`src/rtl/mprs_defs.svh`:
```
// Constants for the card power and reset sequencer.
`ifndef MPRS_DEFS_SVH
`define MPRS_DEFS_SVH
`define MPRS_CLK_HZ         10000000
`define MPRS_ACTIVATE_S     20
`define MPRS_ACTIVATE_CYC   (`MPRS_ACTIVATE_S * `MPRS_CLK_HZ)
`define MPRS_SUPPLY_MS      1
`define MPRS_SUPPLY_CYC     ((`MPRS_SUPPLY_MS * `MPRS_CLK_HZ) / 1000)
`endif

```
`src/rtl/mprs_pkg.sv`:
```
// Types shared by the card power and reset sequencer.
`default_nettype none
package mprs_pkg;
    typedef enum logic [1:0] {
        MPRS_OFF  = 2'b00,
        MPRS_PWRUP = 2'b01,
        MPRS_INIT = 2'b11,
        MPRS_ACTIVE = 2'b10
    } mprs_state_type;

    typedef struct packed {
        logic radio_off_n;
        logic card_reset_shutdown_n;
        logic supply_good;
    } mprs_ctl_type;
endpackage : mprs_pkg
`default_nettype wire

```
`src/rtl/mprs_sequencer.sv`:
```
// Power-on, shutdown and restart sequencer with wake and status LED outputs.
`include "mprs_defs.svh"
`default_nettype none

// How the sequencer behaves, in short.
// The card starts by itself once the supply is good and both shutdown lines are released.
// No power-on pulse is needed from the host.
// A short power-up phase lets the rails settle; the core leaves reset as that phase begins.
// The card then waits in initialization until two things hold.
// The activation count must have run out, and the card software must report that it is done.
// Only then does the host see access granted.
// A low on either shutdown line, or a lost supply, sends the card straight back to off.
// This happens from any state and in the very next cycle.
// Once both lines are released again, the card restarts by itself from off.
// The activation count starts again from zero, so every restart waits the full time.
// The host is expected to prepare the card with a halt command before pulling a line low.
// The sequencer cannot tell whether that was done, so it never delays a shutdown.
// A delayed shutdown would hide a stuck card from the emergency recovery path.
// The wake and status LED pins are open drain.
// They are only ever pulled low, and only while the card is active.
// While the card is off every pin is released, so nothing back-powers the host board.
// Limitation: the activation count is long at the real clock rate.
// Benches should shorten it through the parameters rather than wait twenty seconds.
// All outputs come straight from flip-flops, so they change one edge after the inputs.
// The clock enable freezes every register, outputs included, while it is low.
module mprs_sequencer
    import mprs_pkg::*;
#(
    parameter int unsigned SUPPLY_CYCLES   = `MPRS_SUPPLY_CYC,
    parameter int unsigned ACTIVATE_CYCLES = `MPRS_ACTIVATE_CYC
)
(
    // Clock, reset and clock enable.
    input  wire logic         sys_clk,
    input  wire logic         nrst,
    input  wire logic         clk_en,
    // Shutdown inputs and supply status.
    input  wire mprs_ctl_type ctl,
    // Internal requests from the card software.
    input  wire logic         init_done,
    input  wire logic         wake_request,
    input  wire logic         led_on_request,
    // Status towards the rest of the card.
    output logic              host_access_ok,
    output logic              radio_enable,
    output logic              core_reset_n,
    // Open-drain pins, enable high while pulling low.
    output logic              wake_host_o,
    output logic              wake_host_oe,
    output logic              status_led_drive_n_o,
    output logic              status_led_drive_n_oe
);
    localparam int CW = $clog2(ACTIVATE_CYCLES + 1);

    mprs_state_type state_reg;
    mprs_state_type state_next;
    logic [CW-1:0]  count_reg;
    logic           shutdown_req;
    logic           count_done_pwr;
    logic           count_done_act;
    logic           going_active;
    logic           going_off;

    // Either line low is an unconditional shutdown request.
    assign shutdown_req = !ctl.radio_off_n || !ctl.card_reset_shutdown_n
                          || !ctl.supply_good;
    assign count_done_pwr = (count_reg >= CW'(SUPPLY_CYCLES - 1));
    assign count_done_act = (count_reg >= CW'(ACTIVATE_CYCLES - 1));

    // Next state; shutdown wins from any state, release restarts by itself.
    always_comb
    begin
        state_next = state_reg;
        if (shutdown_req)
        begin
            state_next = MPRS_OFF;
        end
        else
        begin
            unique case (state_reg)
                MPRS_OFF:    state_next = MPRS_PWRUP;
                MPRS_PWRUP:  if (count_done_pwr) state_next = MPRS_INIT;
                MPRS_INIT:   if (count_done_act && init_done) state_next = MPRS_ACTIVE;
                MPRS_ACTIVE: state_next = MPRS_ACTIVE;
            endcase
        end
    end

    // State register.
    always_ff @(posedge sys_clk)
    begin
        if (!nrst)
            state_reg <= MPRS_OFF;
        else if (clk_en)
            state_reg <= state_next;
    end

    // Cycles since power-up began; the 20 s floor counts from supply and release.
    always_ff @(posedge sys_clk)
    begin
        if (!nrst)
            count_reg <= '0;
        else if (clk_en)
        begin
            if (state_next == MPRS_OFF)
                count_reg <= '0;
            else if (!count_done_act)
                count_reg <= count_reg + CW'(1);
        end
    end

    // Outputs follow the next state, so they change on the same edge as the state.
    assign going_active = (state_next == MPRS_ACTIVE);
    assign going_off    = (state_next == MPRS_OFF);

    // Host access gate; stays closed through power-up and initialization.
    always_ff @(posedge sys_clk)
    begin
        if (!nrst)
        begin
            host_access_ok <= 1'b0;
        end
        else if (clk_en)
        begin
            host_access_ok <= going_active;
        end
    end

    // Radio runs only when active and the radio-off line is released.
    always_ff @(posedge sys_clk)
    begin
        if (!nrst)
        begin
            radio_enable <= 1'b0;
        end
        else if (clk_en)
        begin
            radio_enable <= going_active && ctl.radio_off_n;
        end
    end

    // Core reset is held while off; release restarts the card by itself.
    always_ff @(posedge sys_clk)
    begin
        if (!nrst)
        begin
            core_reset_n <= 1'b0;
        end
        else if (clk_en)
        begin
            core_reset_n <= !going_off;
        end
    end

    // Open-drain wake pin only ever drives low, so its data stays zero.
    always_ff @(posedge sys_clk)
    begin
        if (!nrst)
        begin
            wake_host_o <= 1'b0;
        end
        else if (clk_en)
        begin
            wake_host_o <= 1'b0;
        end
    end

    // Wake pull is enabled only while active, so an off card never loads the line.
    always_ff @(posedge sys_clk)
    begin
        if (!nrst)
        begin
            wake_host_oe <= 1'b0;
        end
        else if (clk_en)
        begin
            wake_host_oe <= going_active && wake_request;
        end
    end

    // Open-drain LED pin only ever sinks current, so its data stays zero.
    always_ff @(posedge sys_clk)
    begin
        if (!nrst)
        begin
            status_led_drive_n_o <= 1'b0;
        end
        else if (clk_en)
        begin
            status_led_drive_n_o <= 1'b0;
        end
    end

    // LED lights while active and asked for; it goes dark when the card is off.
    always_ff @(posedge sys_clk)
    begin
        if (!nrst)
        begin
            status_led_drive_n_oe <= 1'b0;
        end
        else if (clk_en)
        begin
            status_led_drive_n_oe <= going_active && led_on_request;
        end
    end
endmodule : mprs_sequencer
`default_nettype wire
```
`config.mk`:
```
export PLATFORM = sky130hd
export DESIGN_NAME = mprs_sequencer
export DESIGN_NICKNAME = d
export VERILOG_FILES = /design/src/rtl/mprs_pkg.sv /design/src/rtl/mprs_sequencer.sv
export VERILOG_INCLUDE_DIRS = /design/src /design/src/rtl
export SDC_FILE = /design/constraint.sdc
export NUM_CORES = 1
export LEC_CHECK = 0
export BUFFER_PORTS_ARGS = -buffer_cell sky130_fd_sc_hd__buf_2
export CAP_MARGIN = 20
export CORE_MARGIN = 2
export CORE_UTILIZATION = 30
export CTS_BUF_LIST = sky130_fd_sc_hd__clkbuf_4
export CTS_CLUSTER_DIAMETER = 50
export DETAILED_ROUTE_END_ITERATION = 8
export SETUP_SLACK_MARGIN = 0.2
export SYNTH_ARGS = -nofsm -noshare
export SYNTH_HDL_FRONTEND = slang
export SYNTH_SLANG_ARGS = --single-unit
```
`constraint.sdc`:
```
create_clock -name sys_clk -period 6.6 [get_ports sys_clk]
set_clock_uncertainty 0.05 [all_clocks]
set_input_delay 1.98 -clock sys_clk [delete_from_list [all_inputs] [get_ports sys_clk]]
set_output_delay 1.98 -clock sys_clk [all_outputs]
set_load 0.02 [all_outputs]
```
; After elaboration in Yosys (flattened, before gate mapping)
; Index checks and enable logic that the tools add are counted.
[word_totals]
reg_bits = 35
out_inout_bits = 7
elab_cells = 34
[classes]
addsub = 1
order_cmp = 2
n_eq_ne = 5
mux = 6
n_reduce_logical = 13
[op_table]
columns = cell, n
row1 = 28-bit 2-to-1 mux, 2
row2 = 28-bit by 1-bit adder with 28-bit output (second input constant), 1
row3 = 28-bit by 14-bit greater-or-equal comparator with 1-bit output (second input constant), 1
row4 = 28-bit greater-or-equal comparator (second input constant), 1
row5 = 2-bit case mux with 4 select lines, 1
row6 = 2-bit == test (second input constant), 3
row7 = 2-bit 2-to-1 mux, 3
row8 = 1-bit logical AND, 4
row9 = 1-bit logical NOT, 4
row10 = 2-bit logical NOT, 2
row11 = 2-bit by 1-bit == test with 1-bit output (second input constant), 1
row12 = 1-bit logical OR, 2
row13 = 2-bit by 1-bit != test with 1-bit output (second input constant), 1
row14 = 2-bit AND reduction, 1

; Longest topological paths before layout
; Gate-level depths: netlist of run 1.
[depth]
depth_word = 8
mapped_depth = 9
depth_no_buf = 7

; Least setup slack after synthesis of run 1
; OpenSTA, ideal clock, no wires.
[synth_path]
kind = input to register
start = in clk_en
end = reg count_reg[26]
t_arrival_ps = 3258
t_required_ps = 6479
path_slack_ps = 3222
cell_stages = 5
cell_sequence = clkbuf_1 > nand2_1 > o31a_1 > or4_1 > a21oi_1
[synth_between]
elab_chain_len = 1
[synth_lines]
columns = item, line_no
row1 = "start, declared", mprs_sequencer.sv:36  ; input wire logic clk_en,
row2 = 2-bit AND reduction (no source line), --
row3 = "end signal, assigned", mprs_sequencer.sv:108  ; count_reg <= count_reg + CW'(1);
row4 = "end, declared", mprs_sequencer.sv:57  ; logic [CW-1:0] count_reg;
; Every way passes these cells.
; A chain may end at the register's enable or synchronous reset.

; Final worst setup path of run 1
[layout_path]
start = in clk_en
end = reg count_reg[19]
; Same word-level chain as after synthesis.

==> run summary, run 1 <==
CP Launch Point: clk_en
Die Y: 82.0 um
Worst path max stage delay: 0.53 ns
Yosys warns: 0
Initial Util: 31.0%
Clock Latency Late Sink: 0.34 ns
# clock sinks: 35
Clock root cell: clkbuf_4
Reg2reg start: count_reg[0]$_SDFFE_PN0P_
Core box area: 0.00589 mm2
Leakage: 0.734 nW
I/O Pins: 16
Worst hold path type: reg -> reg
Drt first pass iters: 4
CTS resizes: 0
Inserted Diodes: 0
DRT iter0 DRCs: 129
Max Fclk: 309 MHz
RSZ-0062 raised after global routing: no
WS Path Type: in -> reg
Outcome: completed
Netlist cell types: 44
Syn Area/Cell: 8.10 um2
Max reg flops: 28
CTS tree: yes
Routability cong.: 0.750
Synth Instances: 225
Final Max Slew Viols: 0
Number of core rows: 28
Final hold violation count: 0
Register area share after synthesis: 38.4%
Die Area: 0.00672 mm2
Max-cap violation count: 0
Final Net Count: 244
Netlist Area Pre-Place: 0.00182 mm2
Pin count of the biggest net entering global routing: 28
CP max-delay cell: o31ai_1
Drt drc: 0
Worst IR Drop VDD: 74.5 uV
Worst Setup Start Kind: input port
Req. time, crit path: 6.78 ns
Setup violators final: 0
CTS Buf Count: 5
Post-route ant nets: 0
Post-CTS setup buffers: 0
P&R area growth vs syn: 9.68%
Total gr overflow: 0
Final period utilization: 49.0%
First-pass GRT wire length: 7050 um
Wire length per cell: 12.9 um
Total GRT Usage: 13.4%
Util after Layout: 34.0%
Slew @ Worst Pin: 0.921 ns
DPL Wire Length: 2760 um
Antenna violations before repair: 0
PwrDens: 192 mW/mm2
Final WL: 4000 um
Die width: 82.0 um
Post-synth top flop: dfxtp_1
Reg clk slew, reported paths: 0.12 ns
H-tree depth: 2
Vias in the first global route: 1,492
CP arrival: 3.42 ns
Crit Path Max Fanout: 19
Port Buffers: 13
Clock Path Buffers: 2
Max_slew headroom: 38.4%
Ys async rst share: 0%
Via count: 1,682
Crit end category: flop
HP Start: radio_enable$_SDFFE_PN0P_
Seq cells post-synth: 35
Fin crit period: 3.23 ns
Setup tns final: 0 ns
Vias per cell: 5.43
Layout cells sized above 1: 11.9%
Number of flops mapped to enable cells by yosys: 0
Post-CTS Hold Buffers: 0
Cell breakdown of the critical path: buf_2 -> nand2_1 -> o31ai_1 -> a31oi_1 -> a41o_1
[stage by stage]
stage | setup WS [ns] | std cells | hold WS [ns] | instance area, um2 | total power (W)
CTS | 3.34 | 310 | 0.417 | 2000 | 0.000389
finish | 3.37 | 310 | 0.415 | 2000 | 0.000384
global route | 3.18 | 310 | 0.433 | 2000 | 0.000399
floorplan | 3.22 | 226 | 0.400 | 1830 | 0.000229
detailed placement | 2.98 | 302 | 0.387 | 1920 | 0.000234
global placement | 3.04 | 302 | 0.381 | 1920 | 0.000233
[cells in the final DEF, fill, tap and decap left out, types with 2 or more instances in the layout]
cell	instances
a21o_1	2
a21oi_1	13
a22o_1	2
a31o_2	4
a31oi_1	6
a41o_1	3
and2_1	2
and3_1	3
and4b_1	2
buf_2	13
clkbuf_4	5
conb_1	2
dfxtp_1	35
inv_1	4
nand2_1	22
nand2b_1	3
nand3_1	13
nand4_1	8
nand4b_1	2
nor2_1	31
nor3_1	7
nor4_1	9
o2111ai_1	2
o21ai_0	4
o311ai_0	2
o31ai_1	4
or3_1	3
or4_1	2
xnor2_1	11
[worst paths after layout]
path	slack, ns	depth (start not counted)	end
worst max register to register	4.01	7	wake_host_oe$_SDFFE_PN0P_
worst min-delay path	0.41	1	radio_enable$_SDFFE_PN0P_
worst min register to register	0.41	1	radio_enable$_SDFFE_PN0P_
worst max-delay path	3.37	5	count_reg[19]$_SDFFE_PN0P_
[worst max-delay path, delay by kind of cell]
family	cells	cell delay, ns
AND/OR/NAND/NOR	1	0.23
buffers and inverters	1	0.27
AO/OA/AOI/OAI	3	0.93
[Yosys cell counts (all sizes together) (3+ instances only)]
library cell  instances  area (um2)
nor3                  7        35.0
xnor2                11        96.3
a31oi                 6        37.5
clkbuf                7        26.3
nor4                  9        56.3
nand2                22        82.6
buf                   5        41.3
nand4                 8        50.1
nand2b                3        18.8
nor2                 31         116
a21oi                13        65.1
or3                   3        18.8
nand3                13        65.1
and3                  3        18.8
dfxtp                35         701
a41o                  3        30.0
a31o                  5        43.8
o31ai                 5        42.5
o21ai                 4        20.0
inv                   4        15.0
[routing by layer]
metal	wire, um	vias to the layer above	track usage, %
met4	31	0	4.50
met3	189	4	3.63
met2	1770	36	20.2
met1	2010	786	18.2
li1	-	856	-
met5	0	-	0
[area by class of cell]
cell class	count	area (um2)
clock buffer	5	37.5
tap	75	93.8
clock inverter	3	43.8
multi-input combinational	175	1040
inverter	4	15.0
timing repair buffer	13	65.1
fill	632	3890
sequential	35	701
[kinds of logic after synthesis]
| logic type | after synthesis | synth area share [%] |
|---|---|---|
| compound gates | 49 | 19.4 |
| xor+xnor | 11 | 5.28 |
| fa+ha+maj | 1 | 0.686 |
| buf+inv | 16 | 4.53 |
| flops | 35 | 38.4 |
| mux | 1 | 0.549 |
| other cells | 1 | 0.206 |
| simple gates | 111 | 31.0 |
[report_power, final]
part	total (W)	internal (W)	switching, W
Clock	0.000155	0.0000797	0.0000756
Combinational	0.0000160	0.00000440	0.0000116
Sequential	0.000213	0.000212	0.000000751
Total	0.000384	0.000296	0.0000879
Power figures use the tool's default switching activity.
==> inputs of run 2 (changes only) <==
Clock period 6.6 ns to 2.8 ns, I/O delays scaled along.
==> run 2 against run 1 <==
  * Combinational power grew to 2.7 times the previous value
  * First-iteration DRC count is 45% lower
  * Sequential power rose by 140%
  * Final cell count is 0.97% higher
  * Clock-buffer cell count unchanged
  * Core utilization is 0.19 points higher
  * Largest power group unchanged
  * Highest routed layer unchanged
==> run summary, run 2 (synthesis results as in run 1) <==
Worst Setup Start Kind: flop
Global Route met3 Usage: 4.29% (+0.66 points)
Final period utilization: 84.3%
Antenna violations before repair: 0 (unchanged)
Total gr overflow: 0 (unchanged)
Sequential Power Share: 61.7% (+6.3 points)
Drt first pass iters: 4 (unchanged)
Max-cap violation count: 0 (unchanged)
M2 GR Usage: 20.2% (unchanged)
# clock sinks: 35 (unchanged)
Global routing usage on met1: 18.0% (-0.18 points)
Final WL: 4040 um (+1.1%)
Most common cell after layout, fill and taps aside: dfxtp_1
CTS Buf Count: 5 (unchanged)
Worst IR Drop VDD: 173 uV (+130%)
Slew @ Worst Pin: 0.592 ns (-0.329 ns)
Final hold violation count: 0 (unchanged)
Leakage: 0.739 nW (+0.74%)
Filler-free cell count of the finished design: 313 (+0.97%)
PwrDens: 404 mW/mm2 (+110%)
Clock Path Buffers: 2 (unchanged)
Hold Slack: 0.409 ns (-0.00573 ns)
RSZ-0062 raised after global routing: no
Int Pwr: 0.000606 W (+100%)
DRT iter0 DRCs: 71 (-45%)
Reg clk slew, reported paths: 0.12 ns (about the same)
Layout cells sized above 1: 13.0% (+1.1 points)
Crit Path Max Fanout: 17 (-2)
Final Max Slew Viols: 0 (unchanged)
Max Fclk: 423 MHz
Wire length per cell: 12.9 um (about the same)
Setup tns final: 0 ns (unchanged)
I/O Pins: 16 (unchanged)
WS Path Type: reg -> reg
Vias in the first global route: 1,480 (-0.80%)
Switch share: 25.4% (+2.5 points)
Drt drc: 0 (unchanged)
CTS tree: yes
Port Buffers: 13 (unchanged)
Pin count of the biggest net entering global routing: 21 (-25%)
Post-route ant nets: 0 (unchanged)
GRT Max-Usage Layer: met2
Fraction of power consumed by the clock network: 33.0% (-7.4 points)
Die Area: 0.00672 mm2 (unchanged)
First-pass GRT wire length: 7000 um (-0.78%)
H-tree depth: 2 (unchanged)
P&R area growth vs syn: 10.3%
Psw: 0.000206 W (+130%)
Post-CTS setup buffers: 0 (unchanged)
Die Y: 82.0 um (unchanged)
DPL Wire Length: 2820 um (+2.0%)
Crit end category: flop
Clock Latency Late Sink: 0.35 ns (about the same)
Combinational share of power: 5.2% (+1.0 points)
Max_slew headroom: 60.3% (+22 points)
Max reg flops: 28 (unchanged)
Worst hold path type: reg -> reg
Initial Util: 31.0% (unchanged)
Via count: 1,668 (-0.83%)
Inserted Diodes: 0 (unchanged)
Clock root cell: clkbuf_4
Fin crit period: 2.36 ns
Final Net Count: 247 (+1.2%)
CP arrival: 2.62 ns (-0.80 ns)
Core box area: 0.00589 mm2 (unchanged)
Req. time, crit path: 3.06 ns (-3.72 ns)
Total GRT Usage: 13.5% (+0.15 points)
Setup violators final: 0 (unchanged)
Die width: 82.0 um (unchanged)
DP Cell Count: 305 (+0.99%)
Vias per cell: 5.33 (-1.8%)
Outcome: completed
Routability cong.: 0.768 (+2.4%)
Most frequent cells in the layout: dfxtp_1, nor2_1, nand2_1
Number of core rows: 28 (unchanged)
==> run 2: final cells by class <==
cell class                 instances  area, um2
clock buffer                       5       37.5
clock inverter                     3       15.0
fill                             636       3870
inverter                           4       15.0
multi-input combinational        175       1050
sequential                        35        701
tap                               75       93.8
timing repair buffer              16        100
==> run 2: path summary, 6_finish.rpt <==
path	startpoint	slack (ns)	end	cells after the start
hold / removal	host_access_ok$_SDFFE_PN0P_	0.41	host_access_ok$_SDFFE_PN0P_	1
hold reg to reg	host_access_ok$_SDFFE_PN0P_	0.41	host_access_ok$_SDFFE_PN0P_	1
setup / recovery	count_reg[0]$_SDFFE_PN0P_	0.44	status_led_drive_n_oe$_SDFFE_PN0P_	7
setup reg to reg	count_reg[0]$_SDFFE_PN0P_	0.44	status_led_drive_n_oe$_SDFFE_PN0P_	7
==> run 2: routing by layer <==
metal,vias to the layer above,wire length (um)
li1,860,-
met3,5,207
met5,-,0
met2,32,1730
met1,771,2040
met4,0,63
==> run 2: timing repair <==
action | CTS | global route
setup endpoints to repair | 2 | 3
hold endpoints to repair | 0 | 0
resized for setup | 1 | 2
hold buffers | 0 | 0
==> run 2: metrics by stage <==
stage	total power, W	cell area [um2]	setup WS (ns)	util, %
floorplan	0.000540	1830	0.562	-
global placement	0.000556	1950	0.216	33.2
detailed placement	0.000556	1950	0.227	33.2
CTS	0.000829	2010	0.320	34.1
global route	0.000855	2010	0.194	34.2
finish	0.000812	2010	0.439	34.2
==> run 2: critical path, stage by stage (launching register included) <==
cell and delay (ns):
dfxtp_1 0.44, ha_1 0.25, nand3_1 0.16, o31ai_1 0.32, and4b_4 0.43, nor2_1 0.13, a21oi_1 0.34, a22o_1 0.19
==> run 2: power groups by stage <==
stage | Combinational (W) | Clock (W) | Sequential [W]
after detailed placement | 0.0000428 | 0 | 0.000513
after global placement | 0.0000429 | 0 | 0.000513
after global routing | 0.0000478 | 0.000305 | 0.000502
after floorplan | 0.0000268 | 0 | 0.000513
after CTS | 0.0000430 | 0.000285 | 0.000502
final | 0.0000426 | 0.000268 | 0.000502
